--- config.mk ---
export PLATFORM = sky130hd
export DESIGN_NAME = mrs_sequencer
export DESIGN_NICKNAME = d
export VERILOG_FILES = /design/src/verilog/mrs_pkg.sv /design/src/verilog/mrs_ctrl_rom.sv /design/src/verilog/mrs_sequencer.sv
export VERILOG_INCLUDE_DIRS = /design/src /design/src/verilog
export SDC_FILE = /design/constraint.sdc
export NUM_CORES = 1
export LEC_CHECK = 0
export ABC_AREA = 0
export BUFFER_PORTS_ARGS = -buffer_cell sky130_fd_sc_hd__buf_2
export CAP_MARGIN = 15
export CORE_MARGIN = 4
export CORE_UTILIZATION = 61
export CTS_BUF_LIST = sky130_fd_sc_hd__clkbuf_16
export DETAILED_ROUTE_END_ITERATION = 16
export GPL_ROUTABILITY_DRIVEN = 0
export HOLD_SLACK_MARGIN = 0.06
export PLACE_DENSITY = 0.87
export SLEW_MARGIN = 40
export SYNTH_ARGS = -nofsm -noshare
export SYNTH_HDL_FRONTEND = slang
export SYNTH_SLANG_ARGS = --single-unit
--- constraint.sdc ---
create_clock -name I_CLOCK -period 9.87 [get_ports I_CLOCK]
set_input_delay 0.987 -clock I_CLOCK [delete_from_list [all_inputs] [get_ports I_CLOCK]]
set_output_delay 0.987 -clock I_CLOCK [all_outputs]
set_load 0.02 [all_outputs]
--- src/verilog/mrs_cfg.svh ---
`ifndef MRS_CFG_SVH
`define MRS_CFG_SVH
// ==========================================================================
// Widths.
`define MRS_W 18
`define MRS_PC_W 13
`define MRS_CMA_W 6
`define MRS_UB_W 15
`define MRS_UW_W 21
// ==========================================================================
// Micro-operation masks within the low bits of a process word.
`define MRS_M_CNT_DRV 15'h0001
`define MRS_M_OPR_LD 15'h0002
`define MRS_M_OPR_DRV 15'h0004
`define MRS_M_BUF_B 15'h0008
`define MRS_M_O_BUF 15'h0010
`define MRS_M_CNT_LD 15'h0020
`define MRS_M_FLAG_CAP 15'h0040
`define MRS_M_SKIP_SET 15'h0080
`define MRS_M_JMP_INC 15'h0100
`define MRS_M_DEFER 15'h0200
`define MRS_M_IND_TEST 15'h0400
`define MRS_M_WAIT_CLK 15'h0800
`define MRS_M_CHAIN 15'h1000
`define MRS_M_DONE 15'h2000
`define MRS_M_PLUS1 15'h4000
// ==========================================================================
// Control memory locations and address modifiers.
`define MRS_A_BEGIN 6'h08
`define MRS_A_FETCH 6'h11
`define MRS_A_IA0_2 6'h13
`define MRS_A_OPSEL 6'h14
`define MRS_A_EXEC 6'h18
`define MRS_A_IA0 6'h1A
`define MRS_A_IRSEL 6'h30
`define MRS_A_SUBR 6'h32
`define MRS_A_ISZ 6'h39
`define MRS_A_JMP 6'h3C
`define MRS_MOD_ISZ 6'h09
`define MRS_MOD_JMS 6'h02
`define MRS_MOD_JMP 6'h0C
`define MRS_MOD_TI 6'h02
`define MRS_SEL_HI 2'h3
// ==========================================================================
// Opcodes in instruction bits 0-3.
`define MRS_OP_ISZ 4'h9
`define MRS_OP_JMP 4'hC
`define MRS_OP_JMS 4'h2
// ==========================================================================
// Register map and timing.
`define MRS_R_INSTR 12'h000
`define MRS_R_PC 12'h004
`define MRS_R_STATUS 12'h008
`define MRS_R_MODE 12'h00C
`define MRS_CMCLK_DIV 4
`endif

--- src/verilog/mrs_pkg.sv ---
package mrs_pkg;
    typedef enum logic [1:0] {
        MRS_IDLE = 2'h0,
        MRS_RUN = 2'h1,
        MRS_WCLK = 2'h3,
        MRS_WMEM = 2'h2
    } mrs_state_e;
    typedef logic [17:0] mrs_word_t;
    typedef logic [12:0] mrs_addr_t;
    typedef logic [5:0] mrs_cma_t;
    typedef logic [20:0] mrs_uword_t;
endpackage : mrs_pkg

--- src/verilog/mrs_ctrl_rom.sv ---
`timescale 1ns/10ps
`include "mrs_cfg.svh"
module mrs_ctrl_rom (
    input wire mrs_pkg::mrs_cma_t i_cma,
    output mrs_pkg::mrs_uword_t o_uword
);
    import mrs_pkg::*;

    function automatic mrs_uword_t uw(input logic [14:0] ops, input mrs_cma_t nxt);
        uw = {nxt, ops};
    endfunction : uw

    // ======================================================================
    // Process words: micro-operation enables and a next address.
    always_comb begin
        case (i_cma)
            `MRS_A_BEGIN: o_uword = uw(`MRS_M_CNT_DRV | `MRS_M_O_BUF, `MRS_A_FETCH);
            `MRS_A_OPSEL: o_uword = uw(`MRS_M_IND_TEST | `MRS_M_WAIT_CLK, `MRS_A_EXEC);
            `MRS_A_EXEC: o_uword = uw(`MRS_M_JMP_INC | `MRS_M_DEFER, `MRS_A_IRSEL);
            `MRS_A_IA0: o_uword = uw(`MRS_M_CNT_DRV | `MRS_M_OPR_LD | `MRS_M_CHAIN, `MRS_A_IA0_2);
            `MRS_A_IA0_2: o_uword = uw(`MRS_M_BUF_B | `MRS_M_PLUS1 | `MRS_M_JMP_INC | `MRS_M_CHAIN,
                `MRS_A_IRSEL);
            `MRS_A_SUBR: o_uword = uw(`MRS_M_OPR_DRV | `MRS_M_O_BUF | `MRS_M_DONE | `MRS_M_CHAIN,
                `MRS_A_BEGIN);
            `MRS_A_ISZ: o_uword = uw(`MRS_M_BUF_B | `MRS_M_OPR_LD | `MRS_M_SKIP_SET | `MRS_M_DONE
                | `MRS_M_CHAIN, `MRS_A_BEGIN);
            `MRS_A_JMP: o_uword = uw(`MRS_M_BUF_B | `MRS_M_CNT_LD | `MRS_M_FLAG_CAP | `MRS_M_DONE
                | `MRS_M_CHAIN, `MRS_A_BEGIN);
            default: o_uword = uw(`MRS_M_DONE | `MRS_M_CHAIN, `MRS_A_BEGIN);
        endcase
    end
endmodule : mrs_ctrl_rom

--- src/verilog/mrs_sequencer.sv ---
`timescale 1ns/10ps
`include "mrs_cfg.svh"
// Operation
// - Increment-skip adds one to memory word, stores it, skips on zero.
// - Increment-skip opcode selects word 24, whose next address is 30.
// - Word 30 asserts jump-increment and defer-entry, next 60, waits for memory.
// - Jump-increment gate with increment-skip level carries into adder bit 17.
// - Read-done restarts timing; instruction bits raise 60 to 71.
// - Adder zero level; word 71 latches it and loads operand register.
// - Write back incremented buffer; skip cleared at fetch, set by word 71.
// - Begin word with skip set carries in, incrementing counter into buffer.
// - Jump loads counter with target, directly or after defer.
// - Jump remap selects word 74: buffer to counter, link capture, done.
// - Defer-entry clears indirect bit; the remap of 60 ignores that bit, so indirect jump is remapped too.
// - Word 74 captures link into holding latch; restored when capture falls.
// - Direct subroutine call stores counter and status at Y, continues at Y+1.
// - Indirect-test turns 30 into 32 when bits 0, 1 and 4 are zero.
// - Word 32 drives counter through adder into operand register, next 23.
// - Counter is thirteen low bits; top bits carry link, modes, page bits.
// - Word 23 forms Y+1, loads counter when bits 0, 1, 3 zero, next 60.
// - The memory read during word 23 never reaches the buffer.
// - Bit 2 turns 60 into 62; word 62 writes saved counter into Y.
// - Begin word copies counter into buffer for the next fetch.
module mrs_sequencer #(
    parameter int CMCLK_DIV = `MRS_CMCLK_DIV
) (
    input wire logic I_CLOCK,
    input wire logic I_RESETN,
    input wire logic [11:0] I_PADDR,
    input wire logic I_PSEL,
    input wire logic I_PENABLE,
    input wire logic I_PWRITE,
    input wire logic [31:0] I_PWDATA,
    output logic [31:0] O_PRDATA,
    output logic O_PREADY,
    output logic O_PSLVERR,
    output logic O_MEM_READ,
    output logic O_MEM_WRITE,
    output mrs_pkg::mrs_addr_t O_MEM_ADDR,
    output mrs_pkg::mrs_word_t O_MEM_WDATA,
    input wire mrs_pkg::mrs_word_t I_MEM_RDATA,
    input wire logic I_MEM_DONE,
    output logic O_BUSY
);
    import mrs_pkg::*;

    if (CMCLK_DIV < 2 || CMCLK_DIV > 255) begin : g_chk
        $error("CMCLK_DIV out of range");
    end

    mrs_state_e state_q;
    mrs_cma_t cma_q, pend_q, nxt;
    mrs_uword_t uword;
    logic [14:0] ops;
    logic [3:0] op_q;
    logic ind_q;
    mrs_word_t mb_q, ar_q, rd_s1_q, rd_s2_q, a_bus, b_bus, o_bus;
    mrs_addr_t pc_q, ea_q;
    logic link_q, hold_q, skip_q, zero_q, cap_q, exd_q, prot_q, unsup_q;
    logic [1:0] epc_q;
    logic dn_s1_q, dn_s2_q, dn_s3_q, mem_done;
    logic [7:0] div_q;
    logic cm_clk;
    logic carry, adr_zero, adr_link, run, is_isz, is_jms;
    logic [18:0] sum;
    logic wr_en, wr_instr, start, rd_setup;
    logic [31:0] rdata;

    function automatic logic has(input logic [14:0] u, input logic [14:0] m);
        has = (u & m) != 15'h0000;
    endfunction : has

    // Next address with instruction-bit gating of the control memory address.
    function automatic mrs_cma_t modify(input mrs_cma_t n, input logic [3:0] op, input logic ind,
                                        input logic test);
        mrs_cma_t a;
        a = n;
        if (test && !op[3] && !op[2] && !ind) begin
            a = a | `MRS_MOD_TI;
        end
        if (a[5:4] == `MRS_SEL_HI) begin
            if (op == `MRS_OP_ISZ) begin
                a = a | `MRS_MOD_ISZ;
            end else if (op == `MRS_OP_JMS) begin
                a = a | `MRS_MOD_JMS;
            end else if (op == `MRS_OP_JMP) begin
                a = a | `MRS_MOD_JMP;
            end
        end
        modify = a;
    endfunction : modify

    // ======================================================================
    // Control memory.
    mrs_ctrl_rom u_rom (
        .i_cma(cma_q),
        .o_uword(uword)
    );

    assign ops = uword[14:0];
    assign run = (state_q == MRS_RUN);
    assign is_isz = (op_q == `MRS_OP_ISZ);
    assign is_jms = (op_q == `MRS_OP_JMS);
    assign nxt = modify(uword[20:15], op_q, ind_q, has(ops, `MRS_M_IND_TEST));

    // ======================================================================
    // Buses and adder.
    always_comb begin
        a_bus = '0;
        if (has(ops, `MRS_M_CNT_DRV)) begin
            a_bus = {link_q, exd_q, prot_q, epc_q, pc_q};
        end else if (has(ops, `MRS_M_OPR_DRV)) begin
            a_bus = ar_q;
        end
        b_bus = '0;
        if (state_q == MRS_WMEM) begin
            b_bus = rd_s2_q;
        end else if (has(ops, `MRS_M_BUF_B)) begin
            b_bus = mb_q;
        end
    end

    assign carry = has(ops, `MRS_M_PLUS1) | (has(ops, `MRS_M_JMP_INC) & is_isz)
        | (has(ops, `MRS_M_CNT_DRV) & skip_q);
    assign sum = {1'b0, a_bus} + {1'b0, b_bus} + {18'h00000, carry};
    assign o_bus = sum[17:0];
    assign adr_zero = (o_bus == 18'h00000);
    assign adr_link = link_q ^ sum[18];

    // ======================================================================
    // Memory read-done pulse and read data synchronisers.
    always_ff @(posedge I_CLOCK or negedge I_RESETN) begin
        if (!I_RESETN) begin
            dn_s1_q <= 1'b0;
            dn_s2_q <= 1'b0;
            dn_s3_q <= 1'b0;
            rd_s1_q <= '0;
            rd_s2_q <= '0;
        end else begin
            dn_s1_q <= I_MEM_DONE;
            dn_s2_q <= dn_s1_q;
            dn_s3_q <= dn_s2_q;
            rd_s1_q <= I_MEM_RDATA;
            rd_s2_q <= rd_s1_q;
        end
    end

    assign mem_done = dn_s2_q & ~dn_s3_q;

    // ======================================================================
    // Control memory clock divider.
    always_ff @(posedge I_CLOCK or negedge I_RESETN) begin
        if (!I_RESETN) begin
            div_q <= 8'h00;
        end else if (div_q == 8'(CMCLK_DIV - 1)) begin
            div_q <= 8'h00;
        end else begin
            div_q <= div_q + 8'h01;
        end
    end

    assign cm_clk = (div_q == 8'h00);

    // ======================================================================
    // APB slave.
    assign O_PREADY = 1'b1;
    assign rd_setup = I_PSEL & ~I_PENABLE & ~I_PWRITE;
    assign wr_en = I_PSEL & I_PENABLE & I_PWRITE;
    assign wr_instr = wr_en && (I_PADDR == `MRS_R_INSTR);
    assign start = wr_instr && (state_q == MRS_IDLE);

    always_comb begin
        O_PSLVERR = 1'b0;
        if (I_PSEL && I_PENABLE && (I_PADDR != `MRS_R_INSTR) && (I_PADDR != `MRS_R_PC)
            && (I_PADDR != `MRS_R_STATUS) && (I_PADDR != `MRS_R_MODE)) begin
            O_PSLVERR = 1'b1;
        end
    end

    always_comb begin
        rdata = 32'h00000000;
        if (I_PADDR == `MRS_R_INSTR) begin
            rdata = {14'h0000, mb_q};
        end else if (I_PADDR == `MRS_R_PC) begin
            rdata = {19'h00000, pc_q};
        end else if (I_PADDR == `MRS_R_STATUS) begin
            rdata = {18'h00000, cma_q, 2'h0, unsup_q, hold_q, link_q, zero_q, skip_q, O_BUSY};
        end else if (I_PADDR == `MRS_R_MODE) begin
            rdata = {27'h0000000, epc_q, prot_q, exd_q, link_q};
        end
    end

    always_ff @(posedge I_CLOCK or negedge I_RESETN) begin
        if (!I_RESETN) begin
            O_PRDATA <= 32'h00000000;
        end else if (rd_setup) begin
            O_PRDATA <= rdata;
        end
    end

    always_ff @(posedge I_CLOCK or negedge I_RESETN) begin
        if (!I_RESETN) begin
            exd_q <= 1'b0;
            prot_q <= 1'b0;
            epc_q <= 2'h0;
        end else if (wr_en && (I_PADDR == `MRS_R_MODE) && (state_q == MRS_IDLE)) begin
            exd_q <= I_PWDATA[1];
            prot_q <= I_PWDATA[2];
            epc_q <= I_PWDATA[4:3];
        end
    end

    // ======================================================================
    // Sequencer.
    always_ff @(posedge I_CLOCK or negedge I_RESETN) begin
        if (!I_RESETN) begin
            state_q <= MRS_IDLE;
            cma_q <= `MRS_A_BEGIN;
            pend_q <= `MRS_A_BEGIN;
            unsup_q <= 1'b0;
        end else begin
            case (state_q)
                MRS_IDLE: begin
                    if (wr_instr) begin
                        unsup_q <= 1'b0;
                        if (I_PWDATA[17:14] == `MRS_OP_JMP && !I_PWDATA[13]) begin
                            cma_q <= modify(`MRS_A_IRSEL, `MRS_OP_JMP, 1'b0, 1'b0);
                            state_q <= MRS_RUN;
                        end else if (I_PWDATA[17:14] == `MRS_OP_ISZ || I_PWDATA[17:14] == `MRS_OP_JMS
                                     || I_PWDATA[17:14] == `MRS_OP_JMP) begin
                            cma_q <= `MRS_A_OPSEL;
                            state_q <= MRS_RUN;
                        end else begin
                            unsup_q <= 1'b1;
                        end
                    end
                end
                MRS_RUN: begin
                    pend_q <= nxt;
                    if (cma_q == `MRS_A_BEGIN) begin
                        state_q <= MRS_IDLE;
                    end else if (has(ops, `MRS_M_CHAIN)) begin
                        cma_q <= nxt;
                    end else if (has(ops, `MRS_M_WAIT_CLK)) begin
                        state_q <= MRS_WCLK;
                    end else begin
                        state_q <= MRS_WMEM;
                    end
                end
                MRS_WCLK: begin
                    if (cm_clk) begin
                        cma_q <= pend_q;
                        state_q <= MRS_RUN;
                    end
                end
                MRS_WMEM: begin
                    if (mem_done) begin
                        cma_q <= pend_q;
                        state_q <= MRS_RUN;
                    end
                end
                default: state_q <= MRS_IDLE;
            endcase
        end
    end

    assign O_BUSY = (state_q != MRS_IDLE);

    // ======================================================================
    // Instruction register.
    always_ff @(posedge I_CLOCK or negedge I_RESETN) begin
        if (!I_RESETN) begin
            op_q <= 4'h0;
            ind_q <= 1'b0;
            ea_q <= '0;
        end else if (start) begin
            op_q <= I_PWDATA[17:14];
            ind_q <= I_PWDATA[13];
            ea_q <= I_PWDATA[12:0];
        end else if (run && has(ops, `MRS_M_DEFER)) begin
            ind_q <= 1'b0;
        end
    end

    // ======================================================================
    // Memory buffer, operand register and zero latch.
    always_ff @(posedge I_CLOCK or negedge I_RESETN) begin
        if (!I_RESETN) begin
            mb_q <= '0;
        end else if (start) begin
            mb_q <= I_PWDATA[17:0];
        end else if (state_q == MRS_WMEM && mem_done) begin
            mb_q <= o_bus;
        end else if (run && has(ops, `MRS_M_O_BUF)) begin
            mb_q <= o_bus;
        end
    end

    always_ff @(posedge I_CLOCK or negedge I_RESETN) begin
        if (!I_RESETN) begin
            ar_q <= '0;
            zero_q <= 1'b0;
        end else if (run && has(ops, `MRS_M_OPR_LD)) begin
            ar_q <= o_bus;
            zero_q <= adr_zero;
        end
    end

    // ======================================================================
    // Program counter.
    always_ff @(posedge I_CLOCK or negedge I_RESETN) begin
        if (!I_RESETN) begin
            pc_q <= '0;
        end else if (wr_en && (I_PADDR == `MRS_R_PC) && (state_q == MRS_IDLE)) begin
            pc_q <= I_PWDATA[12:0];
        end else if (run && (has(ops, `MRS_M_CNT_LD)
                     || (has(ops, `MRS_M_JMP_INC) && !op_q[3] && !op_q[2] && !op_q[0]))) begin
            pc_q <= o_bus[12:0];
        end
    end

    // ======================================================================
    // Skip flip-flop.
    always_ff @(posedge I_CLOCK or negedge I_RESETN) begin
        if (!I_RESETN) begin
            skip_q <= 1'b0;
        end else if (run && has(ops, `MRS_M_SKIP_SET) && adr_zero && is_isz) begin
            skip_q <= 1'b1;
        end else if (start) begin
            skip_q <= 1'b0;
        end
    end

    // ======================================================================
    // Link and link holding latch.
    always_ff @(posedge I_CLOCK or negedge I_RESETN) begin
        if (!I_RESETN) begin
            link_q <= 1'b0;
            hold_q <= 1'b0;
            cap_q <= 1'b0;
        end else begin
            if (run) begin
                cap_q <= has(ops, `MRS_M_FLAG_CAP);
            end
            if (run && has(ops, `MRS_M_FLAG_CAP)) begin
                hold_q <= adr_link;
            end
            if (run && cap_q && !has(ops, `MRS_M_FLAG_CAP)) begin
                link_q <= hold_q;
            end else if (wr_en && (I_PADDR == `MRS_R_MODE) && (state_q == MRS_IDLE)) begin
                link_q <= I_PWDATA[0];
            end
        end
    end

    // ======================================================================
    // Core memory half-cycle requests.
    always_ff @(posedge I_CLOCK or negedge I_RESETN) begin
        if (!I_RESETN) begin
            O_MEM_READ <= 1'b0;
            O_MEM_WRITE <= 1'b0;
        end else begin
            O_MEM_READ <= run && has(ops, `MRS_M_JMP_INC);
            O_MEM_WRITE <= run && has(ops, `MRS_M_DONE) && (is_isz || is_jms);
        end
    end

    assign O_MEM_ADDR = ea_q;
    assign O_MEM_WDATA = mb_q;
endmodule : mrs_sequencer

==> out/qor.txt <==
Number of global-route vias before repair - 6652
DR vias - 6953
TritonCTS clock tree - done
Initial antenna violation count - 0
Io pins - 136
Root Buffer Master - clkbuf_16
Fin nets - 1020
F_max - 0.206 GHz
Post_cts resized - 0
Tot GR Track Use - 0.302
Peak supply drop - 183 uV
Fraction of layout cells with a size suffix above 1 - 0.202
Yosys cell types - 72
Critical path arrival - 5.20 ns
Post-synthesis average cell area - 9.57 sq um
Max Buffers Root-to-Sink - 2
Fin Setup TNS - 0 ns
Tmin final - 4.86 ns
Placed cell area - 8630 sq um
Crit end category - flip-flop
Most frequent cells after synthesis - nand2_1, dfrtp_1, nor2_1
Post-synthesis cell area - 8050 sq um
Post-DP HPWL - 15100 um
CTS Hold Buffers Added - 0
Max Cap Viol - 0
Worst slew margin - 0.441
Area delta synth->final - 14.6%
RSZ-0062 raised after global routing - no
Post-synthesis sequential area ratio - 0.491
Final antenna-violating net count - 0
Ranking of synthesized cells by area - dfrtp_1, nand2_1, o21ai_0, ha_1, a21oi_1
Count leader, synth - nand2_1
Hold Path Depth - 0
Static Leak - 4.58 nW
WL final - 21700 um
CTS H-tree depth - 4
Post-synth EDFFs - 0
Final period util - 0.492
Num CTS Buffers - 17
ANT cells - 0
Final Cell Area - 9230 sq um
Core area - 12800 sq um
Worst path required time - 10.21 ns
Chip Height - 123 um
Overflow after GRT - 0
Initial Util - 0.630
Worst-skew pair later-pin latency - 0.43 ns
Asr flop ratio synth - 1.00
Final setup violating endpoints - 0
Setup Buffers After CTS - 0
Final Worst Setup Slack - 5.01 ns
Utilization after layout - 0.723
Drt via density - 6.23
Final hold vios - 0
IO buf count - 106
#FFs+latches synth - 158
Power, Total - 2.33 mW
Final Max Tran Viols - 0
CTS Sinks - 158
DRC Markers - 0
Crit Path Category - reg2reg
DIE AREA - 15100 sq um
Area leader, netlist - dfrtp_1
Pre-CTS setup slack - 5.22 ns
Status - finished, final reports clean
DIE WIDTH - 123 um
Finished Layout Cells - 1116
Pin count of the biggest net entering global routing - 104
Global-route wire length before repair - 34400 um
Max Fanout on Critical Path - 18
DR iter-0 viols - 647
Gate Count Post-Synth - 841
Wire per inst - 19.5 um
Row count - 41
Ys flop type - dfrtp_1
Fillcell total - 927
Min-delay worst type - reg2reg
Worst reg2reg path depth - 17
Tightest Pin Transition - 0.837 ns
Cell Pwr Density - 253 nW/um^2
Worst-path clk slew - 0.07 ns
Setup crit start kind - flip-flop
DRT Pass-1 Iters - 5
Synth warn - 0
Hold WS - 0.344 ns
Worst Skew - 0.00854 ns
Synth top area share - 0.485
# placed instances - 1084
[sequential cells by signal, indices dropped and copies added (netlist names), 2 cells and up]
signal and cells:
O_PRDATA 18, rd_s2_q 18, O_MEM_WDATA 18, div_q 8, rd_s1_q 18, op_q 4, pc_q 13, O_MEM_ADDR 13
epc_q 2, pend_q 6, state_q 2, cma_q 6, ar_q 18
[layout make-up]
| class | count | area [sq um] | share of cell area |
|---|---|---|---|
| Multi-Input combinational cell | 611 | 3750 | 0.406 |
| Tap cell | 172 | 215 | 0.0233 |
| Sequential cell | 158 | 3960 | 0.429 |
| Clock buffer | 17 | 425 | 0.0461 |
| Inverter | 29 | 109 | 0.0118 |
| Timing Repair Buffer | 114 | 604 | 0.0655 |
| Clock inverter | 15 | 169 | 0.0183 |
[critical path: stages, from the launching register on]
cell and delay [ns]:
dfrtp_1 0.52, inv_2 0.12, or4_1 0.54, o21ai_0 0.18, nand2_1 0.49, nor2_1 0.29, a21oi_1 0.08, fa_1 0.43
inv_1 0.08, fa_1 0.20, a21oi_1 0.10, o221ai_1 0.47, a21o_1 0.25, a31oi_1 0.11, xor2_1 0.32, nor3b_1 0.23
nand4b_1 0.17, o22ai_1 0.18
[worst paths after layout]
kind | startpoint | end | slack, ns
worst max-delay path | cma_q[1] | zero_q | 5.01
worst min-delay path | rd_s1_q[4] | rd_s2_q[4] | 0.34
worst max register to register | cma_q[1] | zero_q | 5.01
worst min register to register | rd_s1_q[4] | rd_s2_q[4] | 0.34
max in group asynchronous | I_RESETN | O_PRDATA[16] | 8.09
min in group asynchronous | I_RESETN | rd_s1_q[1] | 0.60
[cells in the final DEF, fill, tap and decap left out, drive strengths merged, types with 5 or more instances in the layout]
| master | count |
|---|---|
| a21o | 7 |
| a21oi | 44 |
| a22o | 17 |
| a22oi | 10 |
| a31oi | 20 |
| and3 | 6 |
| buf | 114 |
| clkbuf | 17 |
| clkinv | 6 |
| conb | 15 |
| dfrtp | 156 |
| ha | 19 |
| inv | 32 |
| mux2 | 19 |
| mux2i | 12 |
| mux4 | 5 |
| nand2 | 173 |
| nand2b | 7 |
| nand3 | 17 |
| nor2 | 58 |
| nor2b | 5 |
| nor3 | 13 |
| nor4 | 6 |
| o21ai | 56 |
| o22ai | 5 |
| o31ai | 7 |
| or3 | 6 |
| xnor2 | 12 |
| xor2 | 10 |
[kinds of logic (layout without fill, tap and decap cells)]
logic type / count (synthesis) / after routing / share of synthesized area
flops: 158 / 158 / 0.491
mux: 36 / 36 / 0.0555
simple gates: 313 / 313 / 0.177
compound gates: 204 / 204 / 0.166
fa+ha+maj: 21 / 21 / 0.0345
xor+xnor: 22 / 22 / 0.0239
other cells: 2 / 15 / 0.000933
buf+inv: 85 / 175 / 0.0508
[metal layers]
| metal | up-vias | wire, um | global-route usage |
|---|---|---|---|
| met5 | - | 0 | 0 |
| met4 | 0 | 986 | 0.148 |
| met3 | 79 | 2410 | 0.0899 |
| met2 | 429 | 9940 | 0.475 |
| met1 | 3333 | 8380 | 0.382 |
| li1 | 3112 | - | - |
[where the power goes]
group	internal (mW)	total, mW	leakage [nW]	switching [mW]
logic	0.282	0.762	2.30	0.480
registers	0.762	0.909	2.00	0.147
clock network	0.396	0.660	0.283	0.264
total	1.44	2.33	4.58	0.891
No activity file was read; power rests on OpenSTA's default activity.
